**config.mk**
```make
export PLATFORM = sky130hd
export DESIGN_NAME = dbse_top
export DESIGN_NICKNAME = d
export VERILOG_FILES = /design/src/dbse_pkg.sv /design/src/dbse_ofs_mem.sv /design/src/dbse_top.sv
export VERILOG_INCLUDE_DIRS = /design/src /design/src/src
export SDC_FILE = /design/constraint.sdc
export NUM_CORES = 2
export LEC_CHECK = 0
export ABC_AREA = 0
export BUFFER_PORTS_ARGS = -buffer_cell sky130_fd_sc_hd__buf_2
export CORE_MARGIN = 2
export CORE_UTILIZATION = 35
export DETAILED_ROUTE_END_ITERATION = 10
export GPL_TIMING_DRIVEN = 1
export PLACE_DENSITY = 0.61
export SLEW_MARGIN = 20
export SYNTH_ARGS = -nofsm -noshare
export SYNTH_HDL_FRONTEND = slang
export SYNTH_SLANG_ARGS = --single-unit
```
**constraint.sdc**
```tcl
create_clock -name i_clk -period 25.2 [get_ports i_clk]
set_clock_uncertainty 0.05 [all_clocks]
set_input_delay 5.04 -clock i_clk [delete_from_list [all_inputs] [get_ports i_clk]]
set_output_delay 5.04 -clock i_clk [all_outputs]
set_load 0.02 [all_outputs]
```
**src/dbse_map.svh**
```systemverilog
`ifndef DBSE_MAP_SVH
`define DBSE_MAP_SVH
// =====================================================================
// Widths and table depth
`define DBSE_DATA_W 8
`define DBSE_STATE_W 8
`define DBSE_OFS_W 8
`define DBSE_TBL_DEPTH 256
`define DBSE_CNT_W 9
// =====================================================================
// Reset values
`define DBSE_PREV_RST 1'b0
`define DBSE_STATE_RST 8'h00
`define DBSE_NUM_STATES_RST 9'h004
`define DBSE_TBL_SIZE_RST 9'h004
`endif

```
**src/dbse_pkg.sv**
```systemverilog
`include "dbse_map.svh"
package dbse_pkg;
  typedef enum logic [1:0] {
    DBSE_ST_FIRST = 2'b01,
    DBSE_ST_RUN = 2'b10
  } dbse_bit_st_t;
  typedef logic [`DBSE_STATE_W-1:0] dbse_state_t;
  typedef logic signed [`DBSE_OFS_W-1:0] dbse_ofs_t;
endpackage

```
**src/dbse_ofs_mem.sv**
```systemverilog
`timescale 1ns/1ps
`default_nettype none
`include "dbse_map.svh"
module dbse_ofs_mem
(
  // Clock
  input wire logic i_clk,
  // Write port
  input wire logic i_we,
  input wire logic [`DBSE_DATA_W-1:0] i_waddr,
  input wire logic [`DBSE_OFS_W-1:0] i_wdata,
  // Read port
  input wire logic [`DBSE_DATA_W-1:0] i_raddr,
  output logic [`DBSE_OFS_W-1:0] o_rdata
);
  logic [`DBSE_OFS_W-1:0] mem [`DBSE_TBL_DEPTH];
  always_ff @(posedge i_clk)
  begin
    if (i_we)
    begin
      mem[i_waddr] <= i_wdata;
    end
    o_rdata <= mem[i_raddr];
  end
endmodule
`default_nettype wire

```
**src/dbse_top.sv**
```systemverilog
`timescale 1ns/1ps
`default_nettype none
`include "dbse_map.svh"
module dbse_top
(
  // Clock and reset
  input wire logic i_clk,
  input wire logic i_srst,
  // Configuration
  input wire logic i_bit_enc_en,
  input wire logic i_sym_enc_en,
  input wire logic [`DBSE_CNT_W-1:0] i_num_states,
  input wire logic [`DBSE_CNT_W-1:0] i_tbl_size,
  // Offset table write
  input wire logic i_tbl_we,
  input wire logic [`DBSE_DATA_W-1:0] i_tbl_addr,
  input wire logic [`DBSE_OFS_W-1:0] i_tbl_ofs,
  // Serial bit stream
  input wire logic i_bit_valid,
  input wire logic i_bit,
  output logic o_bit_valid,
  output logic o_bit,
  // Symbol stream
  input wire logic i_sym_valid,
  input wire logic [`DBSE_DATA_W-1:0] i_sym,
  output logic o_sym_valid,
  output logic [`DBSE_STATE_W-1:0] o_state,
  output logic [3:0] o_bits_per_sym,
  output logic signed [1:0] o_i_def,
  output logic signed [1:0] o_q_def
);
  // ===================================================================
  // Bit-level encoder
  dbse_pkg::dbse_bit_st_t bst, next_bst;
  logic prev_bit, next_prev_bit;
  logic next_o_bit_valid, next_o_bit;
  always_comb
  begin
    next_bst = bst;
    next_prev_bit = prev_bit;
    next_o_bit_valid = 1'b0;
    next_o_bit = o_bit;
    if (i_bit_valid)
    begin
      next_prev_bit = i_bit;
      if (!i_bit_enc_en)
      begin
        next_o_bit_valid = 1'b1;
        next_o_bit = i_bit;
      end
      else
      begin
        case (bst)
          dbse_pkg::DBSE_ST_FIRST:
          begin
            next_bst = dbse_pkg::DBSE_ST_RUN;
          end
          dbse_pkg::DBSE_ST_RUN:
          begin
            next_o_bit_valid = 1'b1;
            next_o_bit = i_bit ^ prev_bit;
          end
          default:
          begin
            next_bst = dbse_pkg::DBSE_ST_FIRST;
          end
        endcase
      end
    end
    if (!i_bit_enc_en)
    begin
      next_bst = dbse_pkg::DBSE_ST_FIRST;
    end
  end
  always_ff @(posedge i_clk)
  begin
    if (i_srst)
    begin
      bst <= dbse_pkg::DBSE_ST_FIRST;
      prev_bit <= `DBSE_PREV_RST;
      o_bit_valid <= 1'b0;
      o_bit <= 1'b0;
    end
    else
    begin
      bst <= next_bst;
      prev_bit <= next_prev_bit;
      o_bit_valid <= next_o_bit_valid;
      o_bit <= next_o_bit;
    end
  end
  // ===================================================================
  // Bits per symbol and data masking
  logic [3:0] bps;
  logic [`DBSE_DATA_W-1:0] sym_mask;
  always_comb
  begin
    bps = 4'h0;
    for (int k = 0; k < 9; k++)
    begin
      if ((9'h001 << k) < i_tbl_size)
      begin
        bps = 4'(k + 1);
      end
    end
    if (bps > 4'h8)
    begin
      sym_mask = 8'hff;
    end
    else
    begin
      sym_mask = 8'((9'h001 << bps) - 9'h001);
    end
  end
  // ===================================================================
  // Offset table
  logic [`DBSE_OFS_W-1:0] ofs_raw;
  dbse_ofs_mem u_mem
  (
    .i_clk(i_clk),
    .i_we(i_tbl_we),
    .i_waddr(i_tbl_addr),
    .i_wdata(i_tbl_ofs),
    .i_raddr(i_sym & sym_mask),
    .o_rdata(ofs_raw)
  );
  // ===================================================================
  // Symbol-level state walker
  logic sym_p1, next_sym_p1;
  dbse_pkg::dbse_state_t state, next_state;
  logic next_o_sym_valid;
  logic [3:0] next_bps;
  logic signed [1:0] next_i_def, next_q_def;
  logic signed [9:0] ofs_mod, sum;
  logic [9:0] nst;
  always_comb
  begin
    next_sym_p1 = i_sym_valid;
    next_state = state;
    next_o_sym_valid = 1'b0;
    next_bps = bps;
    nst = (i_num_states == 9'h000) ? 10'h001 : {1'b0, i_num_states};
    ofs_mod = 10'(signed'(ofs_raw)) % signed'(nst);
    sum = signed'({2'b00, state}) + ofs_mod;
    if (sum < 0)
    begin
      sum = sum + signed'(nst);
    end
    else if (sum >= signed'(nst))
    begin
      sum = sum - signed'(nst);
    end
    if (sym_p1)
    begin
      next_o_sym_valid = 1'b1;
      if (i_sym_enc_en)
      begin
        next_state = 8'(sum);
      end
    end
    next_i_def = next_state[1] ? -2'sd1 : 2'sd1;
    next_q_def = next_state[0] ? -2'sd1 : 2'sd1;
  end
  always_ff @(posedge i_clk)
  begin
    if (i_srst)
    begin
      sym_p1 <= 1'b0;
      state <= `DBSE_STATE_RST;
      o_sym_valid <= 1'b0;
      o_bits_per_sym <= 4'h0;
      o_i_def <= 2'sd1;
      o_q_def <= 2'sd1;
    end
    else
    begin
      sym_p1 <= next_sym_p1;
      state <= next_state;
      o_sym_valid <= next_o_sym_valid;
      o_bits_per_sym <= next_bps;
      o_i_def <= next_i_def;
      o_q_def <= next_q_def;
    end
  end
  assign o_state = state;
  // ===================================================================
  // Assertions
  a_bit_pass: assert property (@(posedge i_clk) disable iff (i_srst)
    (i_bit_valid && !i_bit_enc_en) |=> (o_bit_valid && o_bit == $past(i_bit)))
    else $error("raw bit not passed");
  a_bit_xor: assert property (@(posedge i_clk) disable iff (i_srst)
    (i_bit_valid && i_bit_enc_en && bst == dbse_pkg::DBSE_ST_RUN)
    |=> (o_bit == ($past(i_bit) ^ $past(prev_bit))))
    else $error("xor wrong");
  a_first_drop: assert property (@(posedge i_clk) disable iff (i_srst)
    (i_bit_valid && i_bit_enc_en && bst == dbse_pkg::DBSE_ST_FIRST)
    |=> !o_bit_valid)
    else $error("first bit emitted");
  a_state_hold: assert property (@(posedge i_clk) disable iff (i_srst)
    (!sym_p1 || !i_sym_enc_en) |=> $stable(state))
    else $error("state moved idle");
  a_state_range: assert property (@(posedge i_clk)
    disable iff (i_srst)
    (i_num_states != 9'h000 && $stable(i_num_states))
    |=> ({1'b0, state} < i_num_states || $past(state) == state))
    else $error("state out of range");
  a_sym_lat: assert property (@(posedge i_clk) disable iff (i_srst)
    i_sym_valid |-> ##2 o_sym_valid)
    else $error("symbol latency");
  a_zero_ofs: assert property (@(posedge i_clk) disable iff (i_srst)
    (sym_p1 && i_sym_enc_en && ofs_raw == 8'h00) |=> $stable(state))
    else $error("zero offset moved");
  a_rst_state: assert property (@(posedge i_clk)
    i_srst |=> (state == 8'h00 && prev_bit == 1'b0))
    else $error("reset state");
endmodule
`default_nettype wire

```
After elaboration in Yosys (flattened, before gate mapping)

Memory sizes are Yosys's and may differ from the RTL's. A register that Yosys moved wholly into a read port is not among the register bits.
Index checks and enable logic that the tools add are counted.

Memories: 1
Output and inout port bits: 19
Word-level logic and storage cells: 69
Flip-flop bits (word level): 23
Memory bits (writable): 2048
Bits of input ports: 50

Memories:

| name      | words | width | read ports | clocked after memory_dff | wr ports | line               | source |
|---|---|---|---|---|---|---|---|
| u_mem.mem | 256   | 8     | 1          | 1                        | 1        | dbse_ofs_mem.sv:16 | `` logic [`DBSE_OFS_W-1:0] mem [`DBSE_TBL_DEPTH]; `` |

Shift-type cells: 1
$add $sub $neg: 4
Mux-type cells: 25
Reduce and logical (&&, ||, !) cells: 6
Eq/ne operators: 3
Order comparisons: 12
Bitwise gates (word level): 5
Divide/modulo/power cells: 1

Operator list:

| cell                                                                  | number |
|---|---|
| 4-bit two-way mux                                                     | 8 |
| 8-bit two-way mux                                                     | 3 |
| 9-bit by 10-bit adder with 10-bit output                              | 1 |
| 10-bit >= comparator                                                  | 1 |
| 10-bit by 1-bit < comparator with 1-bit output, second input constant | 1 |
| 10-bit by 10-bit modulo with 10-bit output                            | 1 |
| 9-bit zero test                                                       | 1 |
| 1-bit by 9-bit < comparator with 1-bit output, first input constant   | 1 |
| 2-bit by 9-bit < comparator with 1-bit output, first input constant   | 1 |
| 3-bit by 9-bit < comparator with 1-bit output, first input constant   | 1 |
| 4-bit by 9-bit < comparator with 1-bit output, first input constant   | 1 |
| 5-bit by 9-bit < comparator with 1-bit output, first input constant   | 1 |
| 6-bit by 9-bit < comparator with 1-bit output, first input constant   | 1 |
| 7-bit by 9-bit < comparator with 1-bit output, first input constant   | 1 |
| 8-bit by 9-bit < comparator with 1-bit output, first input constant   | 1 |
| 9-bit < comparator, first input constant                              | 1 |
| 9-bit two-way mux                                                     | 1 |
| 8-bit adder                                                           | 1 |
| 8-bit AND                                                             | 1 |
| 1-bit two-way mux                                                     | 8 |
| 2-bit two-way mux                                                     | 4 |
| 1-bit by 4-bit left shift with 8-bit output, first input constant     | 1 |
| 8-bit by 1-bit subtractor with 8-bit output, second input constant    | 1 |
| 8-bit subtractor                                                      | 1 |
| other kinds (9)                                                       | 14 |

Logic depth before layout (Yosys ltp)

Depth in word-level cells: 14
Mapped depth: 91
Mapped depth without buffers: 87

Modules after synthesis

From an unflattened synthesis, not the netlist that was laid out.

Cell total of the unflattened synthesis: 4522
Area total of the unflattened synthesis: 85273.0 um^2

By module, submodules not included:

| module       | sequential area each (um^2) | instances | cells an instance | area each (um^2) |
|---|---|---|---|---|
| dbse_ofs_mem | 61659.1                     | 1         | 3733              | 79556.3 |
| dbse_top     | 380.4                       | 1         | 789               | 5716.7 |

Least setup slack after synthesis

Ideal clock, no wire load.

Path kind: input -> register
From: in i_num_states[8]
To: reg state[2], in the netlist o_state[2]
Buffers on the path: 7
Path slack: 3.613 ns
Data arrival time: 21.442 ns
Data required time: 25.054 ns
Stages: 74
Library setup time: 0.096 ns
Cell sequence: or4_1 -> buf_2 -> nor2_4 -> a41o_1 -> inv_1 -> ha_1 -> o211ai_1 -> a211o_1 -> a21o_1 -> ha_1 -> or3_1 -> o221a_2 -> a221oi_1 -> nor2_1 -> ha_1 -> or3_1 -> o221a_2 -> o21ai_1 -> [... 38 more ...] -> xnor2_1 -> ha_1 -> a21oi_1 -> nand2_1 -> xor2_1 -> ha_1 -> clkbuf_1 -> o21ai_0 -> nand2b_1 -> a21o_1 -> a21o_1 -> o21a_1 -> o21ai_0 -> nand2b_1 -> a21o_1 -> and3_1 -> mux2_4 -> o41ai_2

Word-level cells in the longest chain between the ends: 7
Elaborated cells on any way between the ends: 10
Those cells by class: add/sub: 3; div: 1; order compare: 2; mux: 3; reduce/logical: 1

RTL lines:

| what                                                            | line                             | source |
|---|---|---|
| from (decl)                                                     | dbse_top.sv:12                   | `` input wire logic [`DBSE_CNT_W-1:0] i_num_states, `` |
| 9-bit zero test                                                 | dbse_top.sv:142                  | `nst = (i_num_states == 9'h000) ? 10'h001 : {1'b0, i_num_states};` |
| 9-bit two-way mux *                                             | dbse_top.sv:142                  |  |
| 10-bit by 10-bit modulo with 10-bit output                      | dbse_top.sv:143                  | `ofs_mod = 10'(signed'(ofs_raw)) % signed'(nst);` |
| 9-bit by 10-bit adder with 10-bit output                        | dbse_top.sv:144                  | `sum = signed'({2'b00, state}) + ofs_mod;` |
| 8-bit subtractor / 10-bit >= comparator (equally long branches) | dbse_top.sv:151, dbse_top.sv:149 |  |
| 8-bit two-way mux                                               | dbse_top.sv:149                  | `else if (sum >= signed'(nst))` |
| 8-bit two-way mux *                                             | dbse_top.sv:145                  | `if (sum < 0)` |
| to (signal assigned)                                            | dbse_top.sv:169                  | `` state <= `DBSE_STATE_RST; `` |
| to (signal assigned)                                            | dbse_top.sv:178                  | `state <= next_state;` |
| to (decl)                                                       | dbse_top.sv:130                  | `dbse_pkg::dbse_state_t state, next_state;` |

Mark *: on every way between the ends. The rest lies on a longest branch, timed or not.
A chain may end at the register's enable or synchronous reset.

Worst setup path in the final report

Ends and elaborated chain as after synthesis.

==> results.md <==
CTS:
- After clock tree synthesis, the setup repair step added 0 buffers.
- The cell at the root of the clock tree is sky130_fd_sc_hd__clkbuf_16.
- TritonCTS built the clock tree.
- Once the clock tree was built, the resizer swapped 0 gates to a different size.
- In this run the deepest clock path goes through 3 buffers.
- The number of CTS-inserted buffers is 202.
- The count of clock tree sinks is 2075.
- In this run the number of H-tree levels came out at 4.
- After clock tree synthesis, the clock-pin slew on the worst setup and hold paths is 60 ps.
- The number of buffers inserted for hold repair after clock tree synthesis is 0.
- The insertion delay to the later sink of the worst-skew pair is 870 ps.

STA:
- The post-route setup TNS is 0 ps.
- Measured against its own limit, the worst slew margin works out to 25.9%.
- The total count of hold-check failures in the final report came to 0.
- Setup repair after global routing left no endpoint under its margin.
- At the pin with the least slew margin, the transition time is 1110 ps.
- The clock period could shrink to 23880 ps.
- The final-report max-slew violation count is 0.
- The fraction of the cycle the final worst path needs is 94.8%.
- Derived from the worst setup path, the maximum achievable clock frequency is 0.0419 GHz.
- Setup violations remaining at the end of the flow were counted as 0.

Global routing:
- Entering global routing, the biggest net connects 129 pins.
- The via count of the first global-routing pass is 44900.
- The number of antenna violations at the first check in global routing is 18.
- The aggregate global-route resource usage is 16.8%.
- The global-route wire length before repair is 310000 um.
- After global routing the overflow that remains totals 0.

Place:
- At the end of routability-driven placement, the weighted congestion stood at 0.864.
- The total of buffers placed on input and output ports is 66.
- The cell total after placement is 7773.
- The HPWL after detailed placement is 125000 um.

Power and ir drop:
- The cell-internal power is 5.96 mW.
- Net switching is 25.8% of the power.
- The share of total power in sequential cells is 47.6%.
- Per report_power, the combinational group accounts for 14.6% of the total.
- The switching power total is 2.07 mW.
- Summing internal, switching and leakage power gives 8.03 mW.
- VDD sags by at most 0.0804 mV.
- The clock network power share is 37.8%.
- In this run the static leakage power is 30.4 nW.
- Power spread over the standard cell area amounts to 83.6 nW/um^2.

Worst setup path:
- On the critical path, the stage with the largest delay is an instance of sky130_fd_sc_hd__or4_1.
- The sort of element at the start of the critical path is an input pin.
- Data on the critical path arrives at its endpoint at 24560 ps.
- The worst setup path is of the in -> reg kind.
- The most frequent cell on the critical path is sky130_fd_sc_hd__ha_1.
- The worst setup path is captured at a flop.
- The length in cells of the worst reg-to-reg path is 71.
- The delay of the slowest cell on the worst path is 710 ps.
- The worst-path maximum fanout is 17.
- At the worst endpoint, the required time is 25870 ps.

Layout:
- In the final layout, the share of cells above drive strength 1 is 20.6%.
- The non-filler instance count after layout is 8149.
- For this run, the post-layout net count is 4912.
- The layout overhead on the synthesized area is 12.7%.

Synth:
- In the synthesized netlist the dominant register cell turns out to be sky130_fd_sc_hd__edfxtp_1.
- The synthesized flop and latch total is 2075.
- Sorting the synthesized cells by area gives the leading types as sky130_fd_sc_hd__edfxtp_1 (72%), sky130_fd_sc_hd__mux4_2 (14%), sky130_fd_sc_hd__nand2_1 (2.3%).
- The cell with the most instances after synthesis is sky130_fd_sc_hd__edfxtp_1.
- In the synthesized netlist, the cells that appear most often are sky130_fd_sc_hd__edfxtp_1 (2048), sky130_fd_sc_hd__nand2_1 (517), sky130_fd_sc_hd__mux4_2 (512).
- The instance count of the mapped netlist is 4689.
- The count of yosys warnings during synthesis is 0.
- The area share of the largest cell type after synthesis is 72.2%.
- The sequential element share of the synthesized area is 72.8%.
- For this run, asynchronously set or reset flops after synthesis account for 0%.
- The number of enable-type register cells in the synthesized netlist is 2048.
- The post-synthesis instance area is 85200 sq um.
- The cell accounting for the most synthesized area is sky130_fd_sc_hd__edfxtp_1.
- The distinct cell type count of the synthesized netlist is 86.
- The average cell area after synthesis is 18.2 sq um.

Drt:
- After detailed routing, the average wire length per cell comes to 26.0 um.
- The number of iterations in the first detailed-routing pass is 6.
- Dividing the detail-routed via count by the number of cells gives 5.53.
- The routed layout has 45000 vias.
- The count of antenna-violating nets left after detailed routing is 0.
- The detailed router finished its first iteration with 5358 violations.
- After detailed routing, the number of remaining DRC violations is 0.
- The wire length after detailed routing is 212000 um.

Outcome:
- The flow ran to the end, and the final reports show no timing, DRC or antenna violations.

Die:
- The initial standard-cell utilization of the core is 35.1%.
- The floorplan die area is 247000 sq um.
- Row generation in the floorplan step produced 181 rows.
- In this run the standard cell core region covers 243000 sq um.
- The die is 497 um tall.
- The die is 497 um wide.
- 69 I/O pins were placed.

Min path:
- Counting instances, the worst hold path has a depth of 2.
- The type of the tightest min-delay check is reg -> reg.

Run:
- The max-capacitance violation count is 0.
==> per-stage QoR <==
stage	util (%)	hold WS (ps)	cell area (sq um)	setup slack, ps
after floorplan	-	410	85200	3610
after global placement	36.8	414	89300	588
after global routing	39.6	472	96000	175
after detailed placement	36.8	427	89300	320
after CTS	39.5	445	96000	1150
final	39.6	437	96100	1320
==> worst max-delay path, delay by kind of cell <==
family                   cells  cell delay [ps]
XOR/XNOR                     2              500
buffers and inverters        4              860
adder cells (fa/ha/maj)     11             3670
AND/OR/NAND/NOR             18             4560
AO/OA/AOI/OAI               36             8980
multiplexers                 3              980
==> area by class of cell <==
cell class              instances  area (sq um)
fillers                     21800        147000
flip-flops and latches       2075         62000
multi-input cells            2297         22100
clock buffers                 238          5190
well taps                    3202          4010
clock inverters               134          1500
repair buffers                147          1060
inverters                      52           195
diodes                          4          10.0
==> cells by family after synthesis <==
family	synth area share (%)
buffers and inverters	1.51
multiplexers	14.4
XOR/XNOR	0.461
flip-flops	72.8
AND/OR/NAND/NOR	6.15
other	0.00881
adder cells (fa/ha/maj)	1.31
AO/OA/AOI/OAI	3.35
==> state kept, by name (all words and copies together) (netlist names) <==
register	cells
u_mem.mem	2048
u_mem.o_rdata	8
o_state	7
o_bits_per_sym	4
bst	2
o_bit	1
o_bit_valid	1
o_i_def	1
o_sym_valid	1
prev_bit	1
sym_p1	1
==> worst paths after layout <==
kind	slack [ps]	from	endpoint
hold / removal	440	o_bit$_SDFFE_PP0P_	o_bit$_SDFFE_PP0P_
hold reg to reg	440	o_bit$_SDFFE_PP0P_	o_bit$_SDFFE_PP0P_
setup reg to reg	5290	u_mem.o_rdata[7]$_DFF_P_	o_state[2]$_SDFFE_PP0P_
setup / recovery	1320	i_num_states[8]	o_state[2]$_SDFFE_PP0P_
==> cells in the final DEF, fill, tap and decap left out, types with 58 or more instances in the layout <==
cell type / n
sky130_fd_sc_hd__buf_2: 58
sky130_fd_sc_hd__nor2_1: 325
sky130_fd_sc_hd__buf_4: 77
sky130_fd_sc_hd__ha_1: 83
sky130_fd_sc_hd__mux4_2: 512
sky130_fd_sc_hd__nand2_1: 515
sky130_fd_sc_hd__nand3_1: 128
sky130_fd_sc_hd__clkbuf_16: 202
sky130_fd_sc_hd__edfxtp_1: 2048
==> layer usage <==
metal	up-vias	track usage, %	share of wire (%)
met3	294	3.02	8.1
met5	-	0	0.023
met2	1891	26.8	48
met1	23800	23.8	42
li1	19100	-	-
met4	8	4.61	2.4
==> power by group through the flow <==
stage / clock (mW) / sequential (mW) / combinational, mW
after floorplan: 0 / 3.90 / 0.821
after global placement: 0 / 3.89 / 1.13
after detailed placement: 0 / 3.90 / 1.15
after CTS: 3.09 / 3.82 / 1.15
after global routing: 3.23 / 3.82 / 1.27
final: 3.04 / 3.82 / 1.17
(Power assumes the default switching activity.)
